File: src/hw/ctx_sched_defines.svh
// Purpose: constants of the context scheduler and its register map
// Assumes: 32-bit AXI4-Lite data, byte addresses
// Notes:   fields of the per-context control word
`ifndef CTX_SCHED_DEFINES_SVH
`define CTX_SCHED_DEFINES_SVH
`define CTX_NUM         5
`define CTX_IDW         3
`define TMR_W           32
`define ADDR_W          8
// address groups: addr[7:5] picks the group, addr[4:2] the entry
`define GRP_CTRL        3'h0
`define GRP_TMREN       3'h1
`define GRP_TIMER       3'h2
`define GRP_MAXT        3'h3
`define GRP_MISC        3'h4
`define GRP_SWACT       3'h5
`define IDX_TCLR        3'h0
`define IDX_IDLE        3'h1
`define IDX_FAULT       3'h2
`define IDX_STAT        3'h3
// control word
`define CTRL_RST_MASTER 16'h1F02
`define CTRL_RST_OTHER  16'h1800
`define CTRL_WR_MASK    16'h6703
`define ST_LO           0
`define ST_HI           1
`define PRIO_LO         8
`define PRIO_HI         10
`define TYPE_LO         13
`define TYPE_HI         14
`define ST_HALT         2'h0
`define ST_SLEEP        2'h1
`define ST_RUN          2'h2
`define TYPE_STD        2'h0
`define TYPE_FV         2'h1
`define TYPE_FST        2'h2
// timer enable and status words
`define TMREN_MODE_BIT  8
`define STAT_SWI_LO     0
`define STAT_FLT_BIT    8
`define STAT_LOC_LO     16
`define MASTER_ID       3'h0
`define MASTER_PRIO     4'h8
`define RESP_OKAY       2'h0
`define RESP_DECERR     2'h3
`endif

File: src/hw/ctx_sched_pkg.sv
// Purpose: types of the context scheduler
// Assumes: constants from ctx_sched_defines.svh
// Notes:   state of the block, apart from the reset synchroniser flops, is one packed struct
`include "ctx_sched_defines.svh"
package ctx_sched_pkg;
  typedef struct packed {
    logic                awvalid;
    logic [`ADDR_W-1:0]  awaddr;
    logic                wvalid;
    logic [31:0]         wdata;
    logic [3:0]          wstrb;
    logic                bready;
    logic                arvalid;
    logic [`ADDR_W-1:0]  araddr;
    logic                rready;
  } axiReq_t;

  typedef struct packed {
    logic                awready;
    logic                wready;
    logic                bvalid;
    logic [1:0]          bresp;
    logic                arready;
    logic                rvalid;
    logic [31:0]         rdata;
    logic [1:0]          rresp;
  } axiRsp_t;

  typedef struct packed {
    logic                          awHeld;
    logic [`ADDR_W-1:0]            awAddr;
    logic                          wHeld;
    logic [31:0]                   wData;
    logic [3:0]                    wStrb;
    logic                          bValid;
    logic [1:0]                    bResp;
    logic                          rValid;
    logic [31:0]                   rData;
    logic [1:0]                    rResp;
    logic [`CTX_NUM-1:0]           irqMeta;
    logic [`CTX_NUM-1:0]           irqSync;
    logic [`CTX_NUM-1:0][15:0]     ctrl;
    logic [`CTX_NUM-1:0]           tmrEn;
    logic                          sliceMode;
    logic [`CTX_NUM-1:0][`TMR_W-1:0] timer;
    logic [`CTX_NUM-1:0][`TMR_W-1:0] maxT;
    logic [`CTX_NUM-1:0]           overSeen;
    logic [`TMR_W-1:0]             idle;
    logic [7:0]                    faultId;
    logic [`CTX_NUM-1:0]           swiPend;
    logic                          faultPend;
    logic [`CTX_NUM-1:0]           localPend;
    logic [`CTX_IDW-1:0]           runCtx;
    logic                          runValid;
    logic [1:0]                    runType;
    logic                          faultPulse;
    logic                          localPulse;
  } state_t;
endpackage : ctx_sched_pkg

File: src/hw/ctx_sched.sv
// Purpose: context scheduler with execution, max-time and idle timers
// Assumes: bus writes come from code of the running context
// Notes:   new grant is registered in the same cycle as the state change
//
// How it works
// - master context always outranks others, whatever priority it holds.
// - access-controlled writes take effect only from the master context.
// - after reset only the master runs; others halted, options off.
// - each context has priority 0..7 in its control word, higher wins.
// - control word selects standard, fast-vectored or fast single-thread.
// - control word holds run state: runnable, sleeping or halted.
// - grant always goes to the highest runnable context, deterministic.
// - sleep request moves the running context to sleeping.
// - a sleeping context wakes to runnable only on its own interrupt.
// - a woken fast single-thread context resumes at its saved pc.
// - any write to a context's actuation word fires its soft interrupt.
// - soft and overtime interrupts have status, wake pins none; reading it acknowledges.
// - one master-only enable word enables timers per context.
// - the same word selects standard or time-slice timer mode.
// - each context has a counter; write access depends on timer mode.
// - master-only clear word resets execution-time counters.
// - read-only idle counter counts only while no context runs.
// - per-context max-time word, written by the master only.
// - standard mode overtime raises a fault towards the master.
// - standard mode overtime records the offending context id.
// - time-slice overtime raises a local exception in that context.
// - counter keeps running while the bus is yielded to another master.
// - timers and optional features start disabled and inert.
// - faulted-context id sits in bits 7:0, upper bits read zero.
// - reset loads master control 0x1F02, others 0x1800.
//
// The register addresses and the AXI4-Lite register port were chosen for this implementation.
`timescale 1ns/1ns
`include "ctx_sched_defines.svh"

module ctx_sched #(
  parameter int NUM_CTX = `CTX_NUM
) (
  input  wire logic                    clk,
  input  wire logic                    rst_b,
  input  wire ctx_sched_pkg::axiReq_t  axiReq,
  output      ctx_sched_pkg::axiRsp_t  axiRsp,
  input  wire logic [`CTX_NUM-1:0]     irqWake,
  input  wire logic                    sleepReq,
  output      logic [`CTX_IDW-1:0]     runCtx,
  output      logic                    runValid,
  output      logic [1:0]              runType,
  output      logic                    resumeAtPc,
  output      logic                    overtimeFault,
  output      logic                    overtimeLocal
);

  if (NUM_CTX != `CTX_NUM) begin : gChk
    $error("NUM_CTX must match the register layout");
  end

  ctx_sched_pkg::state_t q;
  ctx_sched_pkg::state_t n;
  logic                  rstMeta_b;
  logic                  rstSync_b;

  // reset release is synchronised; assertion stays asynchronous
  always_ff @(posedge clk or negedge rst_b) begin
    if (!rst_b) begin
      rstMeta_b <= 1'b0;
      rstSync_b <= 1'b0;
    end else begin
      rstMeta_b <= 1'b1;
      rstSync_b <= rstMeta_b;
    end
  end

  function automatic logic [31:0] strbMerge(input logic [31:0] old,
                                            input logic [31:0] val,
                                            input logic [3:0]  strb);
    logic [31:0] res;
    res = old;
    for (int b = 0; b < 4; b++) begin
      if (strb[b]) begin
        res[b*8 +: 8] = val[b*8 +: 8];
      end
    end
    return res;
  endfunction : strbMerge

  function automatic ctx_sched_pkg::state_t resetState();
    ctx_sched_pkg::state_t s;
    s = '0;
    s.ctrl[0] = `CTRL_RST_MASTER;
    for (int i = 1; i < `CTX_NUM; i++) begin
      s.ctrl[i] = `CTRL_RST_OTHER;
    end
    s.runValid = 1'b1;
    s.runCtx   = `MASTER_ID;
    return s;
  endfunction : resetState

  logic                 doWr;
  logic                 doRd;
  logic                 isMaster;
  logic [2:0]           wGrp;
  logic [2:0]           wIdx;
  logic [2:0]           rGrp;
  logic [2:0]           rIdx;
  logic [31:0]          rdVal;
  logic [1:0]           rdResp;
  logic                 statRead;
  logic [`CTX_NUM-1:0]  swiFire;
  logic [`CTX_NUM-1:0]  tmrClr;
  logic [3:0]           bestPrio;
  logic [3:0]           prio;
  logic                 running;
  logic [`CTX_IDW-1:0]  bestCtx;
  logic                 bestValid;
  // merged word kept apart: a select on a call result is not legal
  logic [31:0]          ctrlMrg;

  always_comb begin
    n = q;
    n.faultPulse = 1'b0;
    n.localPulse = 1'b0;
    swiFire  = '0;
    tmrClr   = '0;
    rdVal    = '0;
    rdResp   = `RESP_OKAY;
    statRead = 1'b0;
    bestPrio = '0;
    prio     = '0;
    running  = 1'b0;
    bestCtx  = `MASTER_ID;
    bestValid = 1'b0;
    ctrlMrg  = '0;
    isMaster = q.runValid && (q.runCtx == `MASTER_ID);

    // wake pins pass two flops before use
    n.irqMeta = irqWake;
    n.irqSync = q.irqMeta;

    // write channel: address and data taken independently
    if (!q.awHeld && axiReq.awvalid) begin
      n.awHeld = 1'b1;
      n.awAddr = axiReq.awaddr;
    end
    if (!q.wHeld && axiReq.wvalid) begin
      n.wHeld = 1'b1;
      n.wData = axiReq.wdata;
      n.wStrb = axiReq.wstrb;
    end
    if (q.bValid && axiReq.bready) begin
      n.bValid = 1'b0;
    end
    doWr = q.awHeld && q.wHeld && !q.bValid;
    wGrp = q.awAddr[7:5];
    wIdx = q.awAddr[4:2];
    if (doWr) begin
      n.awHeld = 1'b0;
      n.wHeld  = 1'b0;
      n.bValid = 1'b1;
      n.bResp  = `RESP_OKAY;
      unique case (wGrp)
        `GRP_CTRL: begin
          if (wIdx >= 3'(`CTX_NUM)) begin
            n.bResp = `RESP_DECERR;
          end
        end
        `GRP_TMREN: begin
          if (wIdx != 3'h0) begin
            n.bResp = `RESP_DECERR;
          end else if (isMaster) begin
            n.tmrEn     = q.wData[`CTX_NUM-1:0];
            n.sliceMode = q.wData[`TMREN_MODE_BIT];
          end
        end
        `GRP_TIMER, `GRP_MAXT: begin
          if (wIdx >= 3'(`CTX_NUM)) begin
            n.bResp = `RESP_DECERR;
          end
        end
        `GRP_MISC: begin
          if (wIdx > `IDX_STAT) begin
            n.bResp = `RESP_DECERR;
          end else if (wIdx == `IDX_TCLR && isMaster) begin
            tmrClr = q.wData[`CTX_NUM-1:0];
          end
        end
        `GRP_SWACT: begin
          if (wIdx >= 3'(`CTX_NUM)) begin
            n.bResp = `RESP_DECERR;
          end else begin
            swiFire[wIdx] = 1'b1;
          end
        end
        default: n.bResp = `RESP_DECERR;
      endcase
    end

    // read channel; status read is the acknowledge
    if (q.rValid && axiReq.rready) begin
      n.rValid = 1'b0;
    end
    doRd = !q.rValid && axiReq.arvalid;
    rGrp = axiReq.araddr[7:5];
    rIdx = axiReq.araddr[4:2];
    if (rIdx < 3'(`CTX_NUM)) begin
      unique case (rGrp)
        `GRP_CTRL:  rdVal = {16'h0000, q.ctrl[rIdx]};
        `GRP_TIMER: rdVal = q.timer[rIdx];
        `GRP_MAXT:  rdVal = q.maxT[rIdx];
        `GRP_SWACT: rdVal = '0;
        `GRP_TMREN: begin
          rdVal = '0;
          if (rIdx == 3'h0) begin
            rdVal[`CTX_NUM-1:0]     = q.tmrEn;
            rdVal[`TMREN_MODE_BIT]  = q.sliceMode;
          end else begin
            rdResp = `RESP_DECERR;
          end
        end
        `GRP_MISC: begin
          unique case (rIdx)
            `IDX_TCLR:  rdVal = '0;
            `IDX_IDLE:  rdVal = q.idle;
            `IDX_FAULT: rdVal = {24'h00_0000, q.faultId};
            `IDX_STAT: begin
              rdVal[`STAT_SWI_LO +: `CTX_NUM] = q.swiPend;
              rdVal[`STAT_FLT_BIT]            = q.faultPend;
              rdVal[`STAT_LOC_LO +: `CTX_NUM] = q.localPend;
              statRead = doRd;
            end
            default: rdResp = `RESP_DECERR;
          endcase
        end
        default: rdResp = `RESP_DECERR;
      endcase
    end else begin
      rdResp = `RESP_DECERR;
    end
    if (doRd) begin
      n.rValid = 1'b1;
      n.rData  = (rdResp == `RESP_OKAY) ? rdVal : 32'h0000_0000;
      n.rResp  = rdResp;
    end
    // acknowledge first, so that a new event in this cycle survives
    if (statRead) begin
      n.swiPend   = '0;
      n.faultPend = 1'b0;
      n.localPend = '0;
    end

    for (int i = 0; i < `CTX_NUM; i++) begin
      running = q.runValid && (q.runCtx == `CTX_IDW'(i));
      if (swiFire[i]) begin
        n.swiPend[i] = 1'b1;
      end
      // hardware state moves
      if (sleepReq && running &&
          q.ctrl[i][`ST_HI:`ST_LO] == `ST_RUN) begin
        n.ctrl[i][`ST_HI:`ST_LO] = `ST_SLEEP;
      end
      if ((q.irqSync[i] || swiFire[i]) &&
          q.ctrl[i][`ST_HI:`ST_LO] == `ST_SLEEP) begin
        n.ctrl[i][`ST_HI:`ST_LO] = `ST_RUN;
      end
      // master configuration wins over a same-cycle hardware move
      if (doWr && wGrp == `GRP_CTRL && wIdx == `CTX_IDW'(i) && isMaster) begin
        // strobes first, then the mask keeps reserved bits
        ctrlMrg   = strbMerge({16'h0000, q.ctrl[i]}, q.wData, q.wStrb);
        n.ctrl[i] = (q.ctrl[i] & ~`CTRL_WR_MASK) |
                    (ctrlMrg[15:0] & `CTRL_WR_MASK);
      end
      if (doWr && wGrp == `GRP_MAXT && wIdx == `CTX_IDW'(i) && isMaster) begin
        n.maxT[i] = strbMerge(q.maxT[i], q.wData, q.wStrb);
      end
      // counting goes on regardless of who owns the external bus
      if (q.tmrEn[i] && running) begin
        n.timer[i] = q.timer[i] + `TMR_W'(1);
      end
      // owner may write its counter only in time-slice mode
      if (doWr && wGrp == `GRP_TIMER && wIdx == `CTX_IDW'(i) &&
          q.sliceMode && running) begin
        n.timer[i] = strbMerge(q.timer[i], q.wData, q.wStrb);
      end
      if (tmrClr[i]) begin
        n.timer[i]    = '0;
        n.overSeen[i] = 1'b0;
      end
      // one exception per overrun until the counter is cleared
      if (q.tmrEn[i] && !q.overSeen[i] && q.timer[i] > q.maxT[i]) begin
        n.overSeen[i] = 1'b1;
        if (q.sliceMode) begin
          n.localPulse   = 1'b1;
          n.localPend[i] = 1'b1;
        end else begin
          n.faultPulse = 1'b1;
          n.faultPend  = 1'b1;
          n.faultId    = 8'(i);
        end
      end
    end

    // idle time: nothing granted this cycle
    if (!q.runValid) begin
      n.idle = q.idle + `TMR_W'(1);
    end

    // grant from the updated states; ties go to the lower index
    for (int i = 0; i < `CTX_NUM; i++) begin
      prio = (i == 0) ? `MASTER_PRIO
                      : {1'b0, n.ctrl[i][`PRIO_HI:`PRIO_LO]};
      if (n.ctrl[i][`ST_HI:`ST_LO] == `ST_RUN &&
          (!bestValid || prio > bestPrio)) begin
        bestValid = 1'b1;
        bestPrio  = prio;
        bestCtx   = `CTX_IDW'(i);
      end
    end
    n.runValid = bestValid;
    n.runCtx   = bestCtx;
    n.runType  = bestValid ? n.ctrl[bestCtx][`TYPE_HI:`TYPE_LO] : `TYPE_STD;
  end

  always_ff @(posedge clk or negedge rstSync_b) begin
    if (!rstSync_b) begin
      q <= resetState();
    end else begin
      q <= n;
    end
  end

  assign axiRsp.awready = !q.awHeld;
  assign axiRsp.wready  = !q.wHeld;
  assign axiRsp.bvalid  = q.bValid;
  assign axiRsp.bresp   = q.bResp;
  assign axiRsp.arready = !q.rValid;
  assign axiRsp.rvalid  = q.rValid;
  assign axiRsp.rdata   = q.rData;
  assign axiRsp.rresp   = q.rResp;
  assign runCtx         = q.runCtx;
  assign runValid       = q.runValid;
  assign runType        = q.runType;
  // no vector fetch: the core carries on from its saved pc
  assign resumeAtPc     = q.runValid && q.runType == `TYPE_FST;
  assign overtimeFault  = q.faultPulse;
  assign overtimeLocal  = q.localPulse;

endmodule : ctx_sched

File: config.mk
export PLATFORM = sky130hd
export DESIGN_NAME = ctx_sched
export DESIGN_NICKNAME = d
export VERILOG_FILES = /design/src/hw/ctx_sched_pkg.sv /design/src/hw/ctx_sched.sv
export VERILOG_INCLUDE_DIRS = /design/src /design/src/hw
export SDC_FILE = /design/constraint.sdc
export NUM_CORES = 2
export LEC_CHECK = 0
export BUFFER_PORTS_ARGS = -buffer_cell sky130_fd_sc_hd__clkbuf_2
export CORE_ASPECT_RATIO = 0.6
export CORE_MARGIN = 2
export CORE_UTILIZATION = 59
export CTS_BUF_LIST = sky130_fd_sc_hd__clkbuf_8
export CTS_CLUSTER_DIAMETER = 120
export DETAILED_ROUTE_END_ITERATION = 16
export MAX_ROUTING_LAYER = met4
export PLACE_DENSITY_LB_ADDON = 0.08
export SYNTH_ARGS = -nofsm -noshare
export SYNTH_HDL_FRONTEND = slang
export SYNTH_SLANG_ARGS = --single-unit
File: constraint.sdc
create_clock -name clk -period 14.3 [get_ports clk]
set_input_delay 4.29 -clock clk [delete_from_list [all_inputs] [get_ports clk]]
set_output_delay 4.29 -clock clk [all_outputs]
set_load 0.01 [all_outputs]
After elaboration in Yosys (flattened, before gate mapping) --
Index checks and enable logic that the tools add are counted.
Cells by class: muxes and demuxes 175, $lt $le $gt $ge 16, reduce and logical (&&, ||, !) cells 179, add/sub/neg operators 6, bitwise gates (word level) 6, equality and inequality tests 57
Operator list (number):
- 32-bit two-way mux | 19
- 32-bit by 1-bit adder with 32-bit output, second input constant | 6
- 32-bit binary-select mux with 3-bit select | 2
- 32-bit greater-than comparator | 5
- 32-bit one-hot mux with 5 select lines | 1
- 8-bit two-way mux | 14
- 16-bit binary-select mux with 3-bit select | 2
- 16-bit two-way mux | 6
- 1-bit logical AND | 87
- 16-bit by 15-bit OR with 16-bit output | 5
- 2-bit AND reduction | 40
- 7-bit two-way mux | 11
- 2-bit two-way mux | 33
- 3-bit != test, second input constant | 20
- 1-bit two-way mux | 58
- 5-bit two-way mux | 8
- 37-bit two-way mux | 1
- 35-bit two-way mux | 1
- 3-bit by 2-bit equality test with 1-bit output, second input constant | 10
- 2-bit nonzero test | 14
- 2-bit equality test, second input constant | 11
- 11-bit two-way mux | 2
- 3-bit equality test, second input constant | 6
- 3-bit nonzero test | 6
- other kinds (25) | 71
Storage, ports and cells: register bits after elaboration 566

Longest topological paths before layout --
word-level depth 32, mapped depth 31, depth with buffers taken out 28

Worst setup path after synthesis --
Ideal clock, no wire load.
path kind in2reg, start input sleepReq, end register q, in the netlist runType[0], path buffers 1, stages 27, data required time 14172 ps, slack 5527 ps, arrival 8646 ps, cell sequence nor2b_1 -> a21o_1 -> o211ai_1 -> a22oi_2 -> nand2_1 -> ha_1 -> nor2b_1 -> o21ai_0 -> a32oi_1 -> o21ai_1 -> a32o_1 -> nand2_1 -> ha_1 -> nor2b_1 -> o21a_1 -> o21ai_0 -> o21ai_0 -> and3_1 -> buf_2 -> o21a_1 -> ha_1 -> a21o_1 -> a21oi_1 -> a31oi_1 -> o21ba_2 -> inv_1 -> a21oi_1
RTL lines:
- from (decl) | RTL line ctx_sched.sv:44 | input wire logic sleepReq,
- to (signal assigned) | RTL line ctx_sched.sv:324 | q <= resetState();
- to (signal assigned) | RTL line ctx_sched.sv:326 | q <= n;
- to (decl) | RTL line ctx_sched.sv:57 | ctx_sched_pkg::state_t q;

==> results.cfg <==
[status]
status = finished, final reports clean

[drt]
first_iter_violations = 4973
vias = 29580
wl_microns = 118400
wl_per_cell_microns = 27.68
drtPass1Iterations = 8
drc = 0
viasPerCell = 6.918
ant_nets = 0

[cts]
cts-buffers-inserted = 80
cts_setup_buffers = 0
clk_path_buf_depth = 3
htreeDepth = 3
cts.sinks = 517
post_cts_resized = 0
clock_latency_ps = 730
clkTransAtPathRegs_ps = 60
cts_hold_buf = 0
cts_tree = done
ctsRootBufferMaster = clkbuf_8

[grt]
track_usage_pct = 42.25
grt_max_degree = 158
grt_pass1_vias = 27660
antenna_found_initial = 7
grt_pass1_wl_microns = 175600
overflow = 0

[worst_setup_path]
r2r_end = runType[1]$_DFF_PN0_
endpoint_kind = flip-flop
reg2reg_slack_ps = 7130
critPathTopFamily = compound AO/OA/AOI/OAI gates
cp.arrival_ps = 9950
crit_buf_inv = 2
cp_max_fo = 6
slowest_stage = a22oi_2
critPathKind = primary input to flip-flop
cp.required_ps = 14890
cp-start-kind = primary input
slowest_delay_ps = 440
worst_r2r_startpoint = runValid$_DFF_PN1_
r2r_cells = 27

[power]
clock_power_share_pct = 27.1
p_per_area_mw_per_mm2 = 137.6
p_seq_share_pct = 46.3
power_leakage_nw = 15.43
power.total_w = 0.004819
netSwitchingFraction_pct = 40.58
p_int_w = 0.002864
p_switching_w = 0.001956
peakVddDrop_v = 0.0001942
pwr-share-comb_pct = 26.6

[placement]
portBuffers = 110
place_congestion = 1.075
hpwl_microns = 88610

[sta]
min_period_ps = 9361
worstMarginPinSlew_ps = 1244
rsz0062_at_grt = false
setup_viol = 0
hold_viol = 0
slew_headroom_pct = 17.05
fin_setup_tns_ps = 0
drv_slew = 0
skew_ps = 38.63
fmax_mhz = 106.8
min_period_over_period_pct = 65.46

[final_layout]
drive_above_1_share_pct = 17.15
final_net_count = 3738
n_fill_cell = 4466
syn2layout_area_growth_pct = 6.903

[synthesis]
synthTopCellsByArea = dfrtp_1 39%, mux2_2 8.0%, ha_1 6.7%
synthDistinctLibCells = 98
synth_nets = 3750
synth-seq-area-share_pct = 39.50
dominantRegCellSynth = dfrtp_1
ys.warnings.count = 0
mappedNetlistArea_sq_mm = 0.03277
yosysMostFrequentCell = dfrtp_1
synthCells = 3510
synth_top_area_share_pct = 39.10
postSynthAreaPerCell_sq_um = 9.336
synth_seq_cells = 517
synth_edf_count = 0
synth_common_cells = 512 x dfrtp_1, 403 x o21ai_0, 233 x mux2_2
async_flop_share_pct = 100.0
yosysTopAreaCell = dfrtp_1

[floorplanning]
start_util_pct = 60.12
core_sq_mm = 0.05450
die_area_sq_mm = 0.05750
rows = 66
fp.dieH_microns = 186.6
die_x_microns = 308.3
io_pins = 115

[run]
drv_cap = 0

[min_path]
min_path_cells = 0
holdCritPathClass = flip-flop to flip-flop
hold_end = q[473]$_DFF_PN0_
min-delay-start = n[473]$_DFF_PN0_
-- power groups by stage --
stage	Clock, W	Sequential (W)	Combinational (W)
floorplan	0	0.00184	0.00101
global placement	0	0.00218	0.00120
detailed placement	0	0.00220	0.00124
CTS	0.00131	0.00217	0.00124
global route	0.00138	0.00222	0.00138
finish	0.00131	0.00223	0.00128
-- registers in the layout (all words and copies together), names as in the netlist, 2 cells and up --
signal   flops
axiRsp      36
runType      2
q          466
runCtx       3
n            5
-- stage by stage --
step                utilization (%)  instances  hold WS, ps  cell area [sq um]  worst slack (ps)
finish                        64.27       4276        347.2              35030              4939
global route                  64.27       4276        363.0              35030              4580
CTS                           64.25       4271        349.9              35020              5197
detailed placement            61.29       4130        336.3              33410              4497
global placement              61.29       4130        334.7              33410              4539
floorplan                         -       3510        331.1              32770              5527
-- how the worst max path moves through the flow --
| stage | startpoint | end | depth (start not counted) |
|---|---|---|---|
| final | sleepReq | runType[1]$_DFF_PN0_ | 28 |
| after global routing | sleepReq | runType[0]$_DFF_PN0_ | 28 |
| after CTS | sleepReq | runType[1]$_DFF_PN0_ | 28 |
| after detailed placement | sleepReq | runType[1]$_DFF_PN0_ | 28 |
| after global placement | sleepReq | runType[1]$_DFF_PN0_ | 28 |
| after floorplan | sleepReq | runType[0]$_DFF_PN0_ | 27 |
-- cells by family (layout without fill, tap and decap cells) --
| kind of cell | Yosys count | after routing | synth area share, % |
|---|---|---|---|
| simple gates | 1052 | 1052 | 16.70 |
| compound gates | 962 | 962 | 17.30 |
| flops | 517 | 517 | 39.50 |
| buf+inv | 443 | 490 | 5.720 |
| mux | 329 | 329 | 13.26 |
| fa+ha+maj | 175 | 175 | 6.682 |
| xor+xnor | 31 | 31 | 0.8286 |
| other cells | 1 | 6 | 0.01144 |
-- cell usage in the layout (no fill, tap or decap), drive strengths merged, types with 10 or more instances in the layout --
cell | synthesis | final
a211oi | 10 | 10
ha | 175 | 175
clkinv | 1 | 11
and3 | 75 | 75
mux2 | 235 | 235
clkbuf | 135 | 205
a22oi | 42 | 42
inv | 208 | 235
o21ai | 415 | 415
or2 | 18 | 18
or3 | 10 | 10
nor2 | 220 | 220
mux2i | 34 | 34
nand2b | 31 | 31
and2 | 21 | 21
a21o | 51 | 51
o31ai | 10 | 10
a22o | 14 | 14
a21oi | 231 | 231
nor2b | 82 | 82
nand3 | 131 | 131
dfrtp | 512 | 512
nor3 | 93 | 93
o22ai | 26 | 26
nor4 | 35 | 35
xnor2 | 24 | 24
nand2 | 211 | 211
o21a | 14 | 14
nand4 | 51 | 51
nor3b | 26 | 26
a31oi | 63 | 63
buf | 99 | 33
and4 | 13 | 13
a221oi | 17 | 17
mux4 | 60 | 60
-- per-layer routing --
layer	global-route usage, %	up-vias	wire (microns)
met5	-	-	0
met4	10.21	0	2717
met3	18.24	211	20290
met2	50.38	2031	43470
met1	63.95	14570	51890
li1	-	12770	-
-- area by class of cell --
cell class	count	area [sq um]	share of cell area, %
multi-input cells	2550	17970	51.30
clock inverters	43	264.0	0.7536
well taps	714	893.4	2.550
clock buffers	98	1349	3.850
diodes	5	12.51	0.03572
inverters	209	784.5	2.239
repair buffers	140	808.3	2.307
flip-flops and latches	517	12950	36.96
Power figures use the tool's default switching activity.
